[src/cpu_addr_consts.svh]
`ifndef CPU_ADDR_CONSTS_SVH
`define CPU_ADDR_CONSTS_SVH

// Prefix byte values
`define PFX_NONE             8'h00
`define PFX_SECOND_INDEX     8'h90
`define PFX_SECOND_INDEX_IND 8'h91
`define PFX_INDIRECT         8'h92

// Page zero high address byte
`define PAGE_ZERO_HI         8'h00

// Instruction length bounds in bytes
`define LEN_MIN              3'h1
`define LEN_MAX              3'h4

// Highest addresses reached by short indexed forms (01FE) and short indirect forms (00FF)
`define SHORT_IDX_TOP        16'h01FE
`define SHORT_TOP            16'h00FF

`endif

[src/addr_mode_pkg.sv]
package addr_mode_pkg;

  typedef enum logic [4:0] {
    m_inherent,
    m_immediate,
    m_dir_short,
    m_dir_long,
    m_idx_none,
    m_idx_short,
    m_idx_long,
    m_rel,
    m_bit_dir,
    m_bit_dir_rel,
    m_ind_short,
    m_ind_long,
    m_indidx_short,
    m_indidx_long,
    m_rel_ind,
    m_bit_ind,
    m_bit_ind_rel
  } mode_t;

  typedef enum logic [2:0] {
    s_idle,
    s_opc,
    s_b1,
    s_b2,
    s_rd,
    s_wait,
    s_done
  } state_t;

endpackage

[src/cpu_address_mode_decoder.sv]
// Overview of operation
// - Long indexed: 16-bit offset from two following bytes plus index.
// - Indirect: byte after opcode addresses a page-zero pointer to operand.
// - Short indirect: one-byte pointer, operand address 00 to FF.
// - Long indirect: two-byte pointer read, full 64 Kbyte reach.
// - Indirect-indexed: unsigned sum of index and fetched pointer.
// - Short indirect-indexed reaches 00 to 1FE; long form covers 64 Kbyte.
// - Short-only operations may not use long addressing forms.
// - Relative: PC plus signed 8-bit offset for branches and calls.
// - Direct relative offset follows opcode; indirect one is read.
// - Instructions span one to four bytes: prefix, opcode, 0-2 more.
// - Prefix 90 swaps in the second index register.
// - Prefix 92 turns direct and X indexed forms into indirect ones.
// - Prefix 91 runs X indirect-indexed with the second index.
// - Short indexed: one-byte offset plus index, reaching 00 to 1FE.
// - Relative base is the address following the whole instruction.
`timescale 1ns/1ps
`include "cpu_addr_consts.svh"

module cpu_address_mode_decoder
  import addr_mode_pkg::*;
(
  input  wire logic        mclk,          // Core clock
  input  wire logic        rst_n,         // Async reset, active low
  input  wire logic        byte_valid,    // Fetched byte present
  input  wire logic [7:0]  byte_data,     // Fetched byte
  input  wire logic [15:0] byte_pc,       // Address of fetched byte
  input  wire mode_t       op_mode,       // Table mode for byte_data
  input  wire logic        op_short_only, // Opcode allows short forms only
  input  wire logic [7:0]  x_index,       // First index register
  input  wire logic [7:0]  y_index,       // Second index register
  input  wire logic        mem_rd_valid,  // Read data returned
  input  wire logic [7:0]  mem_rd_data,   // Read data
  output logic             byte_ready,    // Decoder takes a byte
  output logic             mem_rd_req,    // Pointer read request pulse
  output logic [15:0]      mem_rd_addr,   // Pointer read address
  output logic             done,          // Decode finished pulse
  output logic [15:0]      ea_addr,       // Effective operand address
  output logic [15:0]      branch_target, // Relative branch target
  output logic             target_valid,  // Target is meaningful
  output logic [7:0]       imm_data,      // Immediate operand
  output logic [2:0]       instr_len,     // Bytes in the instruction
  output mode_t            mode_out,      // Resolved addressing mode
  output logic             mode_error     // Illegal mode or prefix
);

  function automatic logic is_prefix(input logic [7:0] b);
    return b == `PFX_SECOND_INDEX || b == `PFX_SECOND_INDEX_IND ||
           b == `PFX_INDIRECT;
  endfunction

  function automatic mode_t apply_prefix(input mode_t m,
                                         input logic [7:0] p);
    mode_t r;
    r = m;
    if (p == `PFX_INDIRECT || p == `PFX_SECOND_INDEX_IND) begin
      unique case (m)
        m_dir_short:   r = m_ind_short;
        m_dir_long:    r = m_ind_long;
        m_idx_short:   r = m_indidx_short;
        m_idx_long:    r = m_indidx_long;
        m_rel:         r = m_rel_ind;
        m_bit_dir:     r = m_bit_ind;
        m_bit_dir_rel: r = m_bit_ind_rel;
        default:       r = m;
      endcase
    end
    return r;
  endfunction

  function automatic logic [1:0] operand_count(input mode_t m);
    unique case (m)
      m_inherent, m_idx_none:         return 2'h0;
      m_dir_long, m_idx_long,
      m_bit_dir_rel, m_bit_ind_rel:   return 2'h2;
      default:                        return 2'h1;
    endcase
  endfunction

  function automatic logic is_indirect(input mode_t m);
    return m inside {m_ind_short, m_ind_long, m_indidx_short,
                     m_indidx_long, m_rel_ind, m_bit_ind, m_bit_ind_rel};
  endfunction

  function automatic logic word_ptr(input mode_t m);
    return m == m_ind_long || m == m_indidx_long;
  endfunction

  function automatic logic is_long(input mode_t m);
    return m inside {m_dir_long, m_idx_long, m_ind_long, m_indidx_long};
  endfunction

  function automatic logic prefix_bad(input mode_t m, input logic [7:0] p);
    logic bad;
    bad = 1'b0;
    if (p == `PFX_SECOND_INDEX)
      bad = !(m inside {m_inherent, m_immediate, m_dir_short, m_dir_long,
                        m_idx_none, m_idx_short, m_idx_long});
    else if (p == `PFX_SECOND_INDEX_IND)
      bad = !(m inside {m_idx_short, m_idx_long});
    else if (p == `PFX_INDIRECT)
      bad = m inside {m_inherent, m_immediate, m_idx_none};
    return bad;
  endfunction

  function automatic logic [15:0] rel_add(input logic [15:0] base,
                                          input logic [7:0] off);
    return base + {{8{off[7]}}, off};
  endfunction

  state_t      state_reg, state_next;
  mode_t       mode_reg;
  logic [7:0]  pfx_reg;
  logic        use_y_reg;
  logic        err_reg;
  logic [1:0]  cnt_reg;
  logic [7:0]  b1_reg, b2_reg;
  logic [15:0] ptr_reg;
  logic        rd_second_reg;
  logic [15:0] pc_end_reg;
  logic [2:0]  len_reg;
  logic        accept;
  mode_t       dec_mode;
  logic [7:0]  idx;
  logic [8:0]  short_sum;
  logic [15:0] ea_calc;
  logic [15:0] tgt_calc;
  logic        tgt_calc_valid;

  assign accept   = byte_valid && byte_ready;
  assign dec_mode = apply_prefix(op_mode, pfx_reg);
  assign idx      = use_y_reg ? y_index : x_index;

  // Next state
  always_comb begin
    state_next = state_reg;
    unique case (state_reg)
      s_idle, s_opc: begin
        if (accept) begin
          if (state_reg == s_idle && is_prefix(byte_data))
            state_next = s_opc;
          else if (operand_count(dec_mode) == 2'h0)
            state_next = s_done;
          else
            state_next = s_b1;
        end
      end
      s_b1: begin
        if (accept) begin
          if (cnt_reg == 2'h2)
            state_next = s_b2;
          else if (is_indirect(mode_reg))
            state_next = s_rd;
          else
            state_next = s_done;
        end
      end
      s_b2: begin
        if (accept)
          state_next = is_indirect(mode_reg) ? s_rd : s_done;
      end
      s_rd:   state_next = s_wait;
      s_wait: begin
        if (mem_rd_valid)
          state_next = (word_ptr(mode_reg) && !rd_second_reg) ? s_rd : s_done;
      end
      s_done: state_next = s_idle;
    endcase
  end

  always_ff @(posedge mclk or negedge rst_n) begin
    if (!rst_n) begin
      state_reg  <= s_idle;
      byte_ready <= 1'b1;
    end else begin
      state_reg  <= state_next;
      byte_ready <= state_next inside {s_idle, s_opc, s_b1, s_b2};
    end
  end

  // Prefix, opcode and operand capture
  always_ff @(posedge mclk or negedge rst_n) begin
    if (!rst_n) begin
      pfx_reg    <= `PFX_NONE;
      mode_reg   <= m_inherent;
      use_y_reg  <= 1'b0;
      err_reg    <= 1'b0;
      cnt_reg    <= 2'h0;
      b1_reg     <= 8'h00;
      b2_reg     <= 8'h00;
      len_reg    <= 3'h0;
      pc_end_reg <= 16'h0000;
    end else if (state_reg == s_done) begin
      pfx_reg <= `PFX_NONE;
      len_reg <= 3'h0;
    end else if (accept) begin
      len_reg    <= len_reg + 3'h1;
      pc_end_reg <= byte_pc + 16'h0001;
      if (state_reg == s_idle && is_prefix(byte_data)) begin
        pfx_reg <= byte_data;
      end else if (state_reg inside {s_idle, s_opc}) begin
        mode_reg  <= dec_mode;
        cnt_reg   <= operand_count(dec_mode);
        use_y_reg <= (pfx_reg == `PFX_SECOND_INDEX) ||
                     (pfx_reg == `PFX_SECOND_INDEX_IND);
        err_reg   <= (op_short_only && is_long(dec_mode)) ||
                     prefix_bad(op_mode, pfx_reg);
      end else if (state_reg == s_b1) begin
        b1_reg <= byte_data;
      end else begin
        b2_reg <= byte_data;
      end
    end
  end

  // Pointer fetch from page zero
  always_ff @(posedge mclk or negedge rst_n) begin
    if (!rst_n) begin
      mem_rd_req    <= 1'b0;
      mem_rd_addr   <= 16'h0000;
      ptr_reg       <= 16'h0000;
      rd_second_reg <= 1'b0;
    end else begin
      mem_rd_req <= state_next == s_rd;
      // Pointer address byte is still on byte_data when leaving s_b1
      if (state_next == s_rd && state_reg == s_wait)
        mem_rd_addr <= {`PAGE_ZERO_HI, b1_reg + 8'h01};
      else if (state_next == s_rd && state_reg == s_b1)
        mem_rd_addr <= {`PAGE_ZERO_HI, byte_data};
      else if (state_next == s_rd)
        mem_rd_addr <= {`PAGE_ZERO_HI, b1_reg};
      if (state_reg == s_done) begin
        rd_second_reg <= 1'b0;
      end else if (state_reg == s_wait && mem_rd_valid) begin
        if (word_ptr(mode_reg) && !rd_second_reg) begin
          ptr_reg[15:8] <= mem_rd_data;
          rd_second_reg <= 1'b1;
        end else if (word_ptr(mode_reg)) begin
          ptr_reg[7:0]  <= mem_rd_data;
        end else begin
          ptr_reg       <= {8'h00, mem_rd_data};
        end
      end
    end
  end

  // Effective address and branch target
  always_comb begin
    short_sum      = 9'h000;
    ea_calc        = 16'h0000;
    tgt_calc       = pc_end_reg;
    tgt_calc_valid = 1'b0;
    unique case (mode_reg)
      m_dir_short, m_bit_dir: ea_calc = {8'h00, b1_reg};
      m_dir_long:  ea_calc = {b1_reg, b2_reg};
      m_idx_none:  ea_calc = {8'h00, idx};
      m_idx_short: begin
        short_sum = {1'b0, b1_reg} + {1'b0, idx};
        ea_calc   = {7'h00, short_sum};
      end
      m_idx_long:  ea_calc = {b1_reg, b2_reg} + {8'h00, idx};
      m_ind_short, m_bit_ind: ea_calc = ptr_reg;
      m_ind_long:  ea_calc = ptr_reg;
      m_indidx_short: begin
        short_sum = {1'b0, ptr_reg[7:0]} + {1'b0, idx};
        ea_calc   = {7'h00, short_sum};
      end
      m_indidx_long: ea_calc = ptr_reg + {8'h00, idx};
      m_rel: begin
        tgt_calc       = rel_add(pc_end_reg, b1_reg);
        tgt_calc_valid = 1'b1;
      end
      m_rel_ind: begin
        tgt_calc       = rel_add(pc_end_reg, ptr_reg[7:0]);
        tgt_calc_valid = 1'b1;
      end
      m_bit_dir_rel: begin
        ea_calc        = {8'h00, b1_reg};
        tgt_calc       = rel_add(pc_end_reg, b2_reg);
        tgt_calc_valid = 1'b1;
      end
      m_bit_ind_rel: begin
        ea_calc        = ptr_reg;
        tgt_calc       = rel_add(pc_end_reg, b2_reg);
        tgt_calc_valid = 1'b1;
      end
      m_inherent, m_immediate: ea_calc = 16'h0000;
    endcase
  end

  always_ff @(posedge mclk or negedge rst_n) begin
    if (!rst_n) begin
      done          <= 1'b0;
      ea_addr       <= 16'h0000;
      branch_target <= 16'h0000;
      target_valid  <= 1'b0;
      imm_data      <= 8'h00;
      instr_len     <= 3'h0;
      mode_out      <= m_inherent;
      mode_error    <= 1'b0;
    end else begin
      done <= state_reg == s_done;
      if (state_reg == s_done) begin
        ea_addr       <= ea_calc;
        branch_target <= tgt_calc;
        target_valid  <= tgt_calc_valid;
        imm_data      <= b1_reg;
        instr_len     <= len_reg;
        mode_out      <= mode_reg;
        mode_error    <= err_reg;
      end
    end
  end

  a_rd_single_pulse: assert property (@(posedge mclk) disable iff (!rst_n)
    mem_rd_req |=> !mem_rd_req && !byte_ready)
    else $error("read request longer than one cycle");

  a_word_ptr_order: assert property (@(posedge mclk) disable iff (!rst_n)
    (state_reg == s_wait && mem_rd_valid && word_ptr(mode_reg) &&
     !rd_second_reg) |=> mem_rd_req &&
     mem_rd_addr == {8'h00, b1_reg + 8'h01})
    else $error("second pointer byte not read at next address");

  a_short_ind_range: assert property (@(posedge mclk) disable iff (!rst_n)
    (done && mode_out == m_ind_short) |-> ea_addr <= `SHORT_TOP)
    else $error("short indirect address out of page zero");

  a_short_idx_range: assert property (@(posedge mclk) disable iff (!rst_n)
    (done && mode_out inside {m_idx_short, m_indidx_short}) |->
    ea_addr <= `SHORT_IDX_TOP)
    else $error("short indexed address above 1FE");

  a_long_idx_sum: assert property (@(posedge mclk) disable iff (!rst_n)
    (done && mode_out == m_idx_long) |->
    ea_addr == {$past(b1_reg), $past(b2_reg)} +
               {8'h00, $past(idx)})
    else $error("long indexed address wrong");

  a_len_bounds: assert property (@(posedge mclk) disable iff (!rst_n)
    done |-> instr_len >= `LEN_MIN && instr_len <= `LEN_MAX)
    else $error("instruction length outside one to four");

  a_rel_target: assert property (@(posedge mclk) disable iff (!rst_n)
    (done && mode_out == m_rel) |->
    branch_target == pc_end_reg + {{8{b1_reg[7]}}, b1_reg})
    else $error("relative target wrong");

  a_short_only_chk: assert property (@(posedge mclk) disable iff (!rst_n)
    (accept && state_reg inside {s_idle, s_opc} && !is_prefix(byte_data) &&
     op_short_only && is_long(dec_mode)) |=> err_reg)
    else $error("long form accepted for short-only operation");

  a_prefix_y_sel: assert property (@(posedge mclk) disable iff (!rst_n)
    (accept && state_reg == s_opc && pfx_reg == `PFX_SECOND_INDEX_IND)
    |=> use_y_reg)
    else $error("second index not selected after prefix");

endmodule

[config.mk]
export PLATFORM = sky130hd
export DESIGN_NAME = cpu_address_mode_decoder
export DESIGN_NICKNAME = d
export VERILOG_FILES = /design/src/addr_mode_pkg.sv /design/src/cpu_address_mode_decoder.sv
export VERILOG_INCLUDE_DIRS = /design/src
export SDC_FILE = /design/constraint.sdc
export NUM_CORES = 1
export LEC_CHECK = 0
export ABC_AREA = 1
export BUFFER_PORTS_ARGS = -buffer_cell sky130_fd_sc_hd__buf_2
export CORE_UTILIZATION = 50
export DETAILED_ROUTE_END_ITERATION = 8
export PLACE_DENSITY = 0.77
export SLEW_MARGIN = 20
export SYNTH_ARGS = -nofsm -noshare
export SYNTH_HDL_FRONTEND = slang
export SYNTH_SLANG_ARGS = --single-unit
[constraint.sdc]
create_clock -name mclk -period 9.7 [get_ports mclk]
set_clock_uncertainty 0.05 [all_clocks]
set_input_delay 0.485 -clock mclk [delete_from_list [all_inputs] [get_ports mclk]]
set_output_delay 0.485 -clock mclk [all_outputs]
set_load 0.05 [all_outputs]
Word level (Yosys, flattened, before mapping)

Index checks and enable logic that the tools add are counted.

Equality and inequality tests: 49
Multiplexer cells: 40
$add $sub $neg: 10
Reductions and logical operators: 48
Bitwise logic cells: 5

Operators with widths:

| cell                  | count |
|---|---|
| $pmux 16 s8           | 1 |
| $eq 5x4->1 const B    | 13 |
| $eq 5x3->1 const B    | 10 |
| $add 16x16->16        | 3 |
| $eq 8x8->1 const B    | 6 |
| $mux 16               | 3 |
| $mux 8                | 6 |
| $pmux 16 s3           | 1 |
| $pmux 5 s7            | 1 |
| $add 16x8->16         | 2 |
| $mux 3                | 9 |
| $eq 5x2->1 const B    | 5 |
| $add 8x8->9           | 2 |
| $pmux 3 s6            | 1 |
| $add 16x1->16 const B | 1 |
| $reduce_bool 7->1     | 2 |
| $eq 3x2->1 const B    | 4 |
| $eq 3x3->1 const B    | 4 |
| $reduce_bool 2->1     | 6 |
| $reduce_or 4->1       | 3 |
| $mux 1                | 11 |
| $eq 5x5->1 const B    | 2 |
| $logic_not 5->1       | 2 |
| $mux 2                | 5 |
| other kinds (22)      | 49 |

Input bits: 58
Word-level logic and storage cells: 176
Output and inout port bits: 69
Register bits after elaboration: 141

Longest topological paths before layout

Gate-level depths: netlist (run 1).

Depth in word-level cells: 18
Depth in mapped cells: 22
Depth with buffers taken out: 22

Worst setup path before layout (run 1)

No wires, ideal clock.

Path type: register to register
From: register mode_reg[0]
To: register branch_target[12]
Data arrival time: 2,913 ps
Data required time: 9,527 ps
Setup slack: 6,614 ps
Setup time: 123 ps
Stages on the path, launching flop included: 19
Clock period less this slack: 3,086 ps
Cells stage by stage: dfrtp_1 -> nor2_2 -> nand3_2 -> nand3_1 -> clkbuf_1 -> o211ai_1 -> o21ai_0 -> inv_1 -> fa_1 -> nand3_1 -> nand3_1 -> a21oi_1 -> o21ai_0 -> inv_1 -> nor2_1 -> nor2_1 -> o21ai_0 -> o21ai_0 -> nand2_1

Cells in the longest elaborated chain, start to end: 3
Elaborated cells on any way between the ends: 6
Classes of those cells: eq/ne: 4; mux: 1; reduce/logical: 1

RTL lines:

| what                                     | RTL line                        | text |
|---|---|---|
| start: declaration                       | cpu_address_mode_decoder.sv:112 | `mode_t mode_reg;` |
| start signal: assignment                 | cpu_address_mode_decoder.sv:185 | `mode_reg <= m_inherent;` |
| start signal: assignment                 | cpu_address_mode_decoder.sv:202 | `mode_reg <= dec_mode;` |
| $eq 5x5->1 or $eq 5x4->1 (tied branches) | cpu_address_mode_decoder.sv:253 | `unique case (mode_reg)` |
| $reduce_or 2->1 (no source line)         | -                               |  |
| $pmux 16 s3 (*)                          | cpu_address_mode_decoder.sv:253 |  |
| end signal: assignment                   | cpu_address_mode_decoder.sv:305 | `branch_target <= tgt_calc;` |
| end: declaration                         | cpu_address_mode_decoder.sv:39  | `output logic [15:0] branch_target,` |

Every way passes the cells marked *; elsewhere a longest branch is shown, timed or not.
A chain may end at the register's enable or synchronous reset.

Final worst setup path (run 1)

From: register mode_reg[1]
To: register branch_target[12]

Same word-level chain as after synthesis.

==> results.md, run 1 <==
- Largest area contributor in the synthesized netlist: dfrtp_1
- RSZ-0062 raised after global routing: no
- Fin crit period: 3702 ps
- CTS root buf: clkbuf_16
- Largest net degree at the start of global routing: 77
- Iteration-0 DRC Markers: 789
- Worst min-delay path class: primary input to async pin
- Synth Cell Area: 8900 um2
- CP delay by family, top: simple AND/OR/NAND/NOR gates
- Power density over cell area: 382.2 nW/um2
- # clock sinks: 133
- Failing checks: hold timing
- Vias: 8892
- Startpoint types: flop
- TritonCTS Buffers: 17
- Worst Path Required: 10010 ps
- Peak VDD IR: 0.0001809 V
- Slew HR: 0.2884
- Power, Total: 3.933 mW
- EDFF count, synth: 0
- # rows: 48
- Final HPWL DP: 18.27 mm
- NumNets Final: 1444
- Fin area: 10290 um2
- Worst Setup End Kind: flop
- Final-report hold violation count: 2
- Max_cap viols: 0
- CTS tree: yes
- Cell with the most instances after synthesis: nand2_1
- Largest stage delay on the critical path: 470 ps
- Critical path's slowest cell: nand3_1
- Core Region: 17360 um2
- Die footprint: 18340 um2
- Synth async-reset ratio: 1.000
- Starting Density: 0.5128
- Worst-margin pin slew: 1064 ps
- Antenna diodes: 0
- CTS HTree Levels: 4
- Distinct cell type count after synthesis: 57
- Die H: 135.4 um
- WL final: 25.36 mm
- # IOs: 127
- Layout cells sized above 1: 0.1483
- Leak pwr: 5.341 nW
- Area grow syn2layout: 15.65%
- Crit Path Category: flop to flop
- Total iterations of the first detailed-routing run: 7
- # resized after CTS: 0
- Post-route ant nets: 0
- CP max FO: 17
- Commonest cells in the netlist: 337 x nand2_1, 151 x inv_1, 139 x o21ai_0
- Number of global-route vias before repair: 8324
- GRT Total Usage: 0.2852
- Avg Inst Size Synth: 7.171 um2
- Initial antenna violation count: 0
- Die width: 135.4 um
- Period utilization: 0.3816
- Top cell type's share of synthesized area: 0.3712
- Yosys warns: 0
- Global placer's final weighted congestion: 0.9460
- Max Fclk: 270.1 MHz
- Setup repair bufs after CTS: 0
- DP Area: 9641 um2
- Avg WL per Cell: 15.98 um
- Yosys reg bits: 133
- Vias per cell: 5.603
- First-pass GRT wire length: 40.95 mm
- CTS Hold Bufs: 0
- Clock Pin Slew Worst Setup and Hold Paths: 60 ps
- Seq/Total Area, Yosys: 0.3741
- Bufs and invs on worst path: 3
- Hold Slack: -12.65 ps
- Number of port buffers: 118
- Worst-Skew Late Latency: 430 ps
- Cell count after synthesis: 1241
- Status: finished with violations
- Max Slew Vio Count: 0
- DR DRC count: 0
- Top cell by count, worst path: o21ai_0
- Setup_tns: 0 ps
- Total congestion overflow: 0
- Prevailing post-synth register cell: dfrtp_1
- Ranking of synthesized cells by area: dfrtp_1 37%, nand2_1 14%, o21ai_0 7.8%
- Critical Path AT: 4020 ps
- Longest Clk Path Bufs: 2
- CP cell instances: inv_2 > nor2_2 > nand3_2 > nand3_1 > o211ai_1 > o21ai_0 > inv_1 > ha_1 > fa_1 > nand3_1 > nand3_1 > a21oi_1 > o21ai_0 > inv_1 > nor2_1 > nor2_1 > o21ai_0 > a21oi_1 > o21ai_0 > nand2_1
- Setup-failing EPs final: 0
[through the flow]
step,setup WS (ps),utilization,instances
4_1_cts,6042,0.5930,1587
3_5_place_dp,6132,0.5554,1555
2_1_floorplan,6614,-,1248
5_1_grt,5559,0.5930,1587
6_report,5998,0.5930,1587
3_3_place_gp,6249,0.5554,1555
[final timing paths]
| check | from | endpoint | slack (ps) | cells after the start |
|---|---|---|---|---|
| max in group asynchronous | rst_n | instr_len[0]$_DFFE_PN0P_ | 8300 | 2 |
| worst max-delay path | mode_reg[1]$_DFFE_PN0P_ | branch_target[12]$_DFFE_PN0P_ | 6000 | 20 |
| min in group mclk | byte_pc[0] | pc_end_reg[0]$_DFFE_PN0P_ | 240 | 2 |
| worst min-delay path | rst_n | ea_addr[4]$_DFFE_PN0P_ | -10 | 1 |
| worst max register to register | mode_reg[1]$_DFFE_PN0P_ | branch_target[12]$_DFFE_PN0P_ | 6000 | 20 |
| worst min register to register | instr_len[0]$_DFFE_PN0P_ | instr_len[0]$_DFFE_PN0P_ | 420 | 2 |
[layer usage]
layer	vias up	part of all wire	GRT usage
met4	0	0.036	0.1330
met1	4107	0.44	0.3797
met2	375	0.46	0.4513
li1	4329	-	-
met5	-	0	0
met3	81	0.067	0.04976
[where the power goes]
part / internal, mW / leakage, nW / total, mW / switching (mW)
registers: 0.791 / 1.70 / 1.01 / 0.215
clock network: 0.460 / 0.317 / 0.717 / 0.257
logic: 0.651 / 3.33 / 2.21 / 1.56
[final cells by class]
class / count / area, um2
Timing Repair Buffer: 122 / 626.9
Clock inverter: 10 / 167.7
Clock buffer: 22 / 484.2
Fill cell: 1579 / 7064
Inverter: 161 / 605.6
Sequential cell: 133 / 3329
Tap cell: 225 / 281.5
Multi-Input combinational cell: 914 / 4797
[cell usage in the layout (no fill, tap or decap), types with 5 or more instances in the layout]
master / netlist / layout
a21oi_1: 55 / 55
a21oi_2: 8 / 8
a221oi_1: 6 / 6
a22oi_1: 17 / 17
buf_2: 2 / 117
clkbuf_16: 0 / 17
conb_1: 1 / 8
dfrtp_1: 132 / 132
ha_1: 34 / 34
inv_1: 151 / 150
inv_2: 7 / 8
nand2_1: 337 / 337
nand3_1: 84 / 84
nand4_1: 21 / 21
nor2_1: 72 / 72
nor2_2: 7 / 7
nor3_1: 11 / 11
o211ai_1: 15 / 15
o21ai_0: 139 / 138
o21ai_1: 9 / 10
o221ai_1: 6 / 6
o22ai_1: 7 / 7
or2_1: 7 / 7
or2_2: 12 / 12
xnor2_1: 5 / 5
xor2_1: 13 / 13
[cell families (layout without fill, tap and decap cells)]
logic type / after synthesis / after routing / synth area share
xor+xnor: 18 / 18 / 0.01771
mux: 2 / 2 / 0.002249
simple gates: 565 / 565 / 0.2740
flops: 133 / 133 / 0.3741
buf+inv: 201 / 315 / 0.08983
compound gates: 284 / 284 / 0.1871
other cells: 1 / 8 / 0.0004214
fa+ha+maj: 37 / 37 / 0.05455
[worst reg2reg max path: stages, from the launching register on]
cell      delay, ps
dfrtp_1         450
inv_2            90
nor2_2          170
nand3_2         220
nand3_1         470
o211ai_1        160
o21ai_0         100
inv_1            70
ha_1            210
fa_1            420
nand3_1         120
nand3_1         110
a21oi_1         180
o21ai_0         150
inv_1            80
nor2_1           40
nor2_1          130
o21ai_0         110
a21oi_1         130
o21ai_0         100
nand2_1          60
(Power assumes the default switching activity.)
==> run 2, diff against run 1 <==
--- a/config.mk
+++ b/config.mk
@@ -6,11 +6,11 @@
 export SDC_FILE = /design/constraint.sdc
 export NUM_CORES = 1
 export LEC_CHECK = 0
-export ABC_AREA = 1
+export ABC_AREA = 0
 export BUFFER_PORTS_ARGS = -buffer_cell sky130_fd_sc_hd__buf_2
 export CORE_UTILIZATION = 50
 export DETAILED_ROUTE_END_ITERATION = 8
-export PLACE_DENSITY = 0.77
+export PLACE_DENSITY = 0.8
 export SLEW_MARGIN = 20
 export SYNTH_ARGS = -nofsm -noshare
 export SYNTH_HDL_FRONTEND = slang
==> constraint.sdc (replaced) <==
create_clock -name mclk -period 3.3 [get_ports mclk]
set_clock_uncertainty 0.05 [all_clocks]
set_input_delay 0.165 -clock mclk [delete_from_list [all_inputs] [get_ports mclk]]
set_output_delay 0.165 -clock mclk [all_outputs]
set_load 0.05 [all_outputs]
==> run 2 against run 1 <==
Effect of this change:
- the flow finishes with violations (setup timing)
- via count decreased by 6.9%
- global-route usage increased by 1.3 points
- setup slack got worse by 6000 ps
- first-iteration DRC count decreased by 8.1%
- largest cell class unchanged
==> results.md, run 2 <==
- Max Slew Vio Count: 0
- Avg Inst Size Synth: 9.023 um2
- Die width: 133.6 um
- EDFF count, synth: 0
- GR Util met3: 0.06050
- Peak VDD IR: 0.0006497 V
- Starting Density: 0.5168
- Worst min-delay path class: primary input to flop
- Power density over cell area: 1164 nW/um2
- Final worst slack: -8.016 ps
- Setup slack at placement: -78.45 ps
- Iteration-0 DRC Markers: 725
- Worst-margin pin slew: 881.0 ps
- Status: finished with violations
- Met1 Use GR: 0.3940
- Fill count: 1352
- Avg WL per Cell: 18.83 um
- Layout cells sized above 1: 0.2903
- Ranking of synthesized cells by area: dfrtp_1 38%, nand2_1 7.4%, mux2_2 6.8%
- # rows: 47
- Most frequent cells in the layout: 164 x nand2_1, 132 x dfrtp_1, 117 x buf_2, 74 x buf_4, 69 x o21ai_0
- Worst-Skew Late Latency: 430 ps
- TritonCTS Buffers: 17
- Prevailing post-synth register cell: dfrtp_1
- Yosys warns: 0
- Post-route ant nets: 0
- Final-report hold violation count: 0
- GRT Total Usage: 0.2985
- Fin area: 10950 um2
- Critical Path AT: 3580 ps
- Placed insts: 1312
- Total congestion overflow: 0
- CTS root buf: clkbuf_16
- Finished Core Util: 0.6534
- Vias: 8277
- Largest net degree at the start of global routing: 85
- Commonest cells in the netlist: 170 x nand2_1, 132 x dfrtp_1, 78 x o21ai_0
- First-pass GRT wire length: 41.43 mm
- RSZ-0062 raised after global routing: yes
- Worst Path Required: 3570 ps
- CP max FO: 5
- Die H: 133.6 um
- DP Area: 9902 um2
- Most common cell after layout, fill and taps aside: nand2_1
- Distinct cell type count after synthesis: 74
- Area grow syn2layout: 26.42%
- Core Region: 16760 um2
- Initial antenna violation count: 0
- Clock Pin Slew Worst Setup and Hold Paths: 60 ps
- Startpoint types: flop
- Antenna diodes: 0
- Synth Cell Area: 8662 um2
- # IOs: 127
- CTS HTree Levels: 4
- Failing checks: setup timing
- Crit Path Category: flop to flop
- Number of global-route vias before repair: 7840
- Top cell type's share of synthesized area: 0.3813
- Vias per cell: 6.024
- Final HPWL DP: 18.48 mm
- Max_cap viols: 0
- # clock sinks: 133
- Longest Clk Path Bufs: 2
- Met2 usage: 0.4728
- Cell with the most instances after synthesis: nand2_1
- Leak pwr: 5.061 nW
- Seq/Total Area, Yosys: 0.3844
- Cell count after synthesis: 960
- Worst Setup End Kind: flop
- Max Fclk: 302.3 MHz
- Hold Slack: 3.471 ps
- GRT Max-Usage Layer: met2
- Global placer's final weighted congestion: 0.9599
- DR DRC count: 0
- Number of port buffers: 118
- Largest area contributor in the synthesized netlist: dfrtp_1
- Die footprint: 17850 um2
- NumNets Final: 1236
- WL final: 25.87 mm
- CTS tree: yes
- Synth async-reset ratio: 1.000
- Non-Filler Instances: 1374
- Setup-failing EPs final: 1
- Yosys reg bits: 133
- Fin crit period: 3308 ps
- Slew HR: 0.4091
- Period utilization: 1.002
- Total iterations of the first detailed-routing run: 7
-- run 2: changes by cell type in the layout (fill, tap and decap cells not counted), moves of 23 or more --
cell     delta
buf_4      +70
inv_1     -135
mux2_2     +49
nand2_1   -173
nand3_1    -69
nor2_1     -23
o21ai_0    -69
-- run 2: worst paths after layout --
check                                                 to  slack [ps]               startpoint  cells past startpoint
hold reg to reg                  mode_out[3]$_DFFE_PN0P_         420  mode_out[3]$_DFFE_PN0P_                      2
max in group asynchronous           byte_ready$_DFF_PN1_        1970                    rst_n                      3
min in group asynchronous       instr_len[2]$_DFFE_PN0P_         290                    rst_n                      2
hold / removal                pc_end_reg[15]$_DFFE_PN0P_           3              byte_pc[15]                      3
setup / recovery           branch_target[14]$_DFFE_PN0P_          -8  mode_reg[3]$_DFFE_PN0P_                     13
setup reg to reg           branch_target[14]$_DFFE_PN0P_          -8  mode_reg[3]$_DFFE_PN0P_                     13
-- run 2: layer usage --
layer,routed length [um],part of all wire,vias to the layer above
met4,1039,0.040,0
met2,11850,0.46,388
met5,0,0,-
met3,2144,0.083,88
li1,-,-,3836
met1,10840,0.42,3965
-- run 2: cells by family (layout without fill, tap and decap cells) --
family,count (synthesis),count (layout),synth area share
simple gates,328,328,0.1751
compound gates,268,268,0.2076
xor+xnor,46,46,0.04651
fa+ha+maj,37,37,0.05605
other cells,1,8,0.0004329
flops,133,133,0.3844
buf+inv,76,263,0.04044
mux,71,71,0.08956
-- run 2: worst max-delay path: stages, from the launching register on --
cell	delay, ps
dfrtp_1	420
or3b_4	420
a21boi_4	220
buf_6	140
a22oi_2	90
o31ai_4	110
ha_1	320
a21o_1	210
a211o_1	290
a311o_1	350
a31oi_1	210
xor2_1	170
o21ai_1	90
o21a_1	110
-- run 2: power breakdown --
| part | internal, mW | switching (mW) |
|---|---|---|
| clock | 1.21 | 0.768 |
| sequential | 2.28 | 0.755 |
| combinational | 3.10 | 4.62 |
-- run 2: repair_timing --
item | CTS | global route
buffers inserted | 0 | 12
pin swaps | 0 | 23
cloned | 0 | 1
hold buffers | 17 | 0
gates resized for setup | 5 | 36
endpoints found under the setup margin | 3 | 19
endpoints found under the hold margin | 107 | 0
-- run 2: final cells by class --
class,count,area [um2],area share
Multi-Input combinational cell,758,5259,0.4802
Sequential cell,133,3329,0.3040
Timing Repair Buffer,215,1413,0.1290
Clock buffer,18,439.2,0.04011
Tap cell,220,275.3,0.02514
Clock inverter,14,175.2,0.01600
Inverter,16,60.06,0.005484
-- run 2: metrics by stage --
| stage | total power [mW] | TNS (ps) |
|---|---|---|
| 2_1_floorplan | 8.071 | -43.29 |
| 3_3_place_gp | 10.06 | 0 |
| 3_5_place_dp | 10.23 | -78.45 |
| 4_1_cts | 12.33 | 0 |
| 5_1_grt | 13.54 | -612.6 |
| 6_report | 12.75 | -8.016 |
==> run 3, diff against run 2 <==
--- a/config.mk
+++ b/config.mk
@@ -10,7 +10,7 @@
 export BUFFER_PORTS_ARGS = -buffer_cell sky130_fd_sc_hd__buf_2
 export CORE_UTILIZATION = 50
 export DETAILED_ROUTE_END_ITERATION = 8
-export PLACE_DENSITY = 0.8
+export PLACE_DENSITY = 0.77
 export SLEW_MARGIN = 20
 export SYNTH_ARGS = -nofsm -noshare
 export SYNTH_HDL_FRONTEND = slang
==> constraint.sdc (replaced) <==
create_clock -name mclk -period 4.1 [get_ports mclk]
set_clock_uncertainty 0.05 [all_clocks]
set_input_delay 0.205 -clock mclk [delete_from_list [all_inputs] [get_ports mclk]]
set_output_delay 0.205 -clock mclk [all_outputs]
set_load 0.05 [all_outputs]
==> run 3 against run 2 <==
Effect of this change:
- the run now ends clean
- worst hold slack better by 32 ps
- global-route usage down 0.97 points
- sequential share of layout area is 2.3 points higher
==> results.md, run 3 (synthesis results as in run 2) <==
- Final-report hold violation count: 0
- R2r setup slk: 360 ps
- CP cell instances: buf_4 > nor2b_1 > nor3b_1 > buf_4 > nor2_1 > nand2_1 > nand2_1 > ha_1 > fa_1 > a211oi_2 > o21ai_0 > a311o_1 > a31oi_1 > xor2_1 > o21ai_0 > o21a_1
- Max Fclk: 267.7 MHz
- Critical Path AT: 4000 ps
- # clock sinks: 133
- Hold wc startpoint: byte_data[7]
- TritonCTS Buffers: 17
- Number of port buffers: 118
- Most frequent cells in the layout: 169 x nand2_1, 132 x dfrtp_1, 117 x buf_2, 78 x o21ai_0, 53 x nor2_1
- Period utilization: 0.9111
- GR Util met3: 0.05860
- CTS HTree Levels: 4
- Max Slew Vio Count: 0
- Leak pwr: 4.703 nW
- Layout cells sized above 1: 0.2216
- Setup repair bufs after CTS: 0
- Area grow syn2layout: 17.39%
- Fill count: 1465
- NumNets Final: 1176
- # rows: 47
- Die width: 133.6 um
- Setup-failing EPs final: 0
- Reg-to-reg startpoint: mode_reg[0]$_DFFE_PN0P_
- Clock Pin Slew Worst Setup and Hold Paths: 60 ps
- Antenna diodes: 0
- CTS tree: yes
- Slew HR: 0.2205
- GRT Total Usage: 0.2888
- CP max FO: 12
- Die footprint: 17850 um2
- First-pass GRT wire length: 40.12 mm
- Iteration-0 DRC Markers: 677
- Vias per cell: 6.078
- Power density over cell area: 923.3 nW/um2
- Core Region: 16760 um2
- Most common cell after layout, fill and taps aside: nand2_1
- R2r endpoint: branch_target[14]$_DFFE_PN0P_
- Worst min-delay path class: primary input to flop
- Die H: 133.6 um
- Area of the multi-input gates: 5035 um2
- Max_cap viols: 0
- Initial antenna violation count: 0
- Post-route ant nets: 0
- Worst Path Required: 4360 ps
- Avg WL per Cell: 18.79 um
- Vias: 7974
- Starting Density: 0.5168
- # IOs: 127
- Worst Hold Depth: 3
- Reg area: 3329 um2
- Total congestion overflow: 0
- Largest stage delay on the critical path: 460 ps
- RSZ-0062 raised after global routing: no
- DR DRC count: 0
- Global placer's final weighted congestion: 0.9885
- Total iterations of the first detailed-routing run: 6
- Longest Clk Path Bufs: 2
- R2R cell count: 16
- Worst Setup End Kind: flop
- Met1 Use GR: 0.3787
- Fin crit period: 3736 ps
- Met2 usage: 0.4621
- Crit Path Category: flop to flop
- Power, Total: 9.388 mW
- Critical path's slowest cell: fa_1
- Final HPWL DP: 17.71 mm
- Peak VDD IR: 0.0006030 V
- Hold Path End: b2_reg[7]$_DFFE_PN0P_
- Hold Slack: 35.38 ps
- Startpoint types: flop
- GRT Max-Usage Layer: met2
- Worst-Skew Late Latency: 420 ps
- WL final: 24.65 mm
- Number of global-route vias before repair: 7657
- Status: finished clean
- CTS root buf: clkbuf_16
- Setup_tns: 0 ps
- Worst-margin pin slew: 1160 ps
- Largest net degree at the start of global routing: 101
[run 3: changes by cell type in the layout (fill, tap and decap cells not counted), moves of 5 or more]
cell / delta
nand2_1: +5
o21ai_0: +9
ha_1: +6
buf_4: -47
dlygate4sd3_1: -7
nand2_2: -5
o21ai_1: -6
[run 3: timing repair]
action	in CTS	in global routing
hold buffers	10	0
endpoints found under the hold margin	114	0
gates resized for setup	0	2
endpoints found under the setup margin	0	2
[run 3: how the worst max path moves through the flow]
stage / startpoint / endpoint / slack, ps / cells after the start
2_1_floorplan: mode_reg[1]$_DFFE_PN0P_ / ea_addr[9]$_DFFE_PN0P_ / 310 / 14
3_3_place_gp: mode_reg[0]$_DFFE_PN0P_ / branch_target[14]$_DFFE_PN0P_ / 430 / 16
3_5_place_dp: mode_reg[0]$_DFFE_PN0P_ / branch_target[14]$_DFFE_PN0P_ / 320 / 16
4_1_cts: mode_reg[0]$_DFFE_PN0P_ / branch_target[14]$_DFFE_PN0P_ / 300 / 16
5_1_grt: mode_reg[4]$_DFFE_PN0P_ / branch_target[15]$_DFFE_PN0P_ / 5 / 14
6_report: mode_reg[0]$_DFFE_PN0P_ / branch_target[14]$_DFFE_PN0P_ / 360 / 16
[run 3: final cells by class]
class,count,area share
multi-input combinational,758,0.4951
sequential,133,0.3274
timing repair buffer,155,0.08847
clock buffer,19,0.04257
tap,220,0.02707
clock inverter,11,0.01341
inverter,16,0.005906
[run 3: metal layers]
layer  wire [um]  part of all wire  vias to the layer above
li1            -                 -                     3723
met1       10680              0.43                     3869
met2       11430              0.46                      326
met3        1746             0.071                       56
met4         795             0.032                        0
met5           0                 0                        -
[run 3: metrics by stage]
step                      std cells  setup slack (ps)  instance area [um2]    util
after floorplan                 967             305.9                 8688       -
after global placement         1272             426.2                 9489  0.5662
after detailed placement       1272             322.9                 9489  0.5662
after CTS                      1312             295.9                10160  0.6061
after global routing           1312             4.721                10170  0.6067
final                          1312             364.4                10170  0.6067
[run 3: where the power goes]
group          leakage [nW]  switching [mW]  internal [mW]
sequential             1.70           0.681           1.84
combinational          2.72            3.37           2.00
clock                 0.282           0.558          0.941
total                  4.70            4.61           4.78
[run 3: worst max-delay path: cells and delay by family, from the launching register on]
family          cells  cell delay, ps
flops               1             400
buf+inv             2             420
fa+ha+maj           2             680
simple gates        5             680
compound gates      6            1250
xor+xnor            1             150
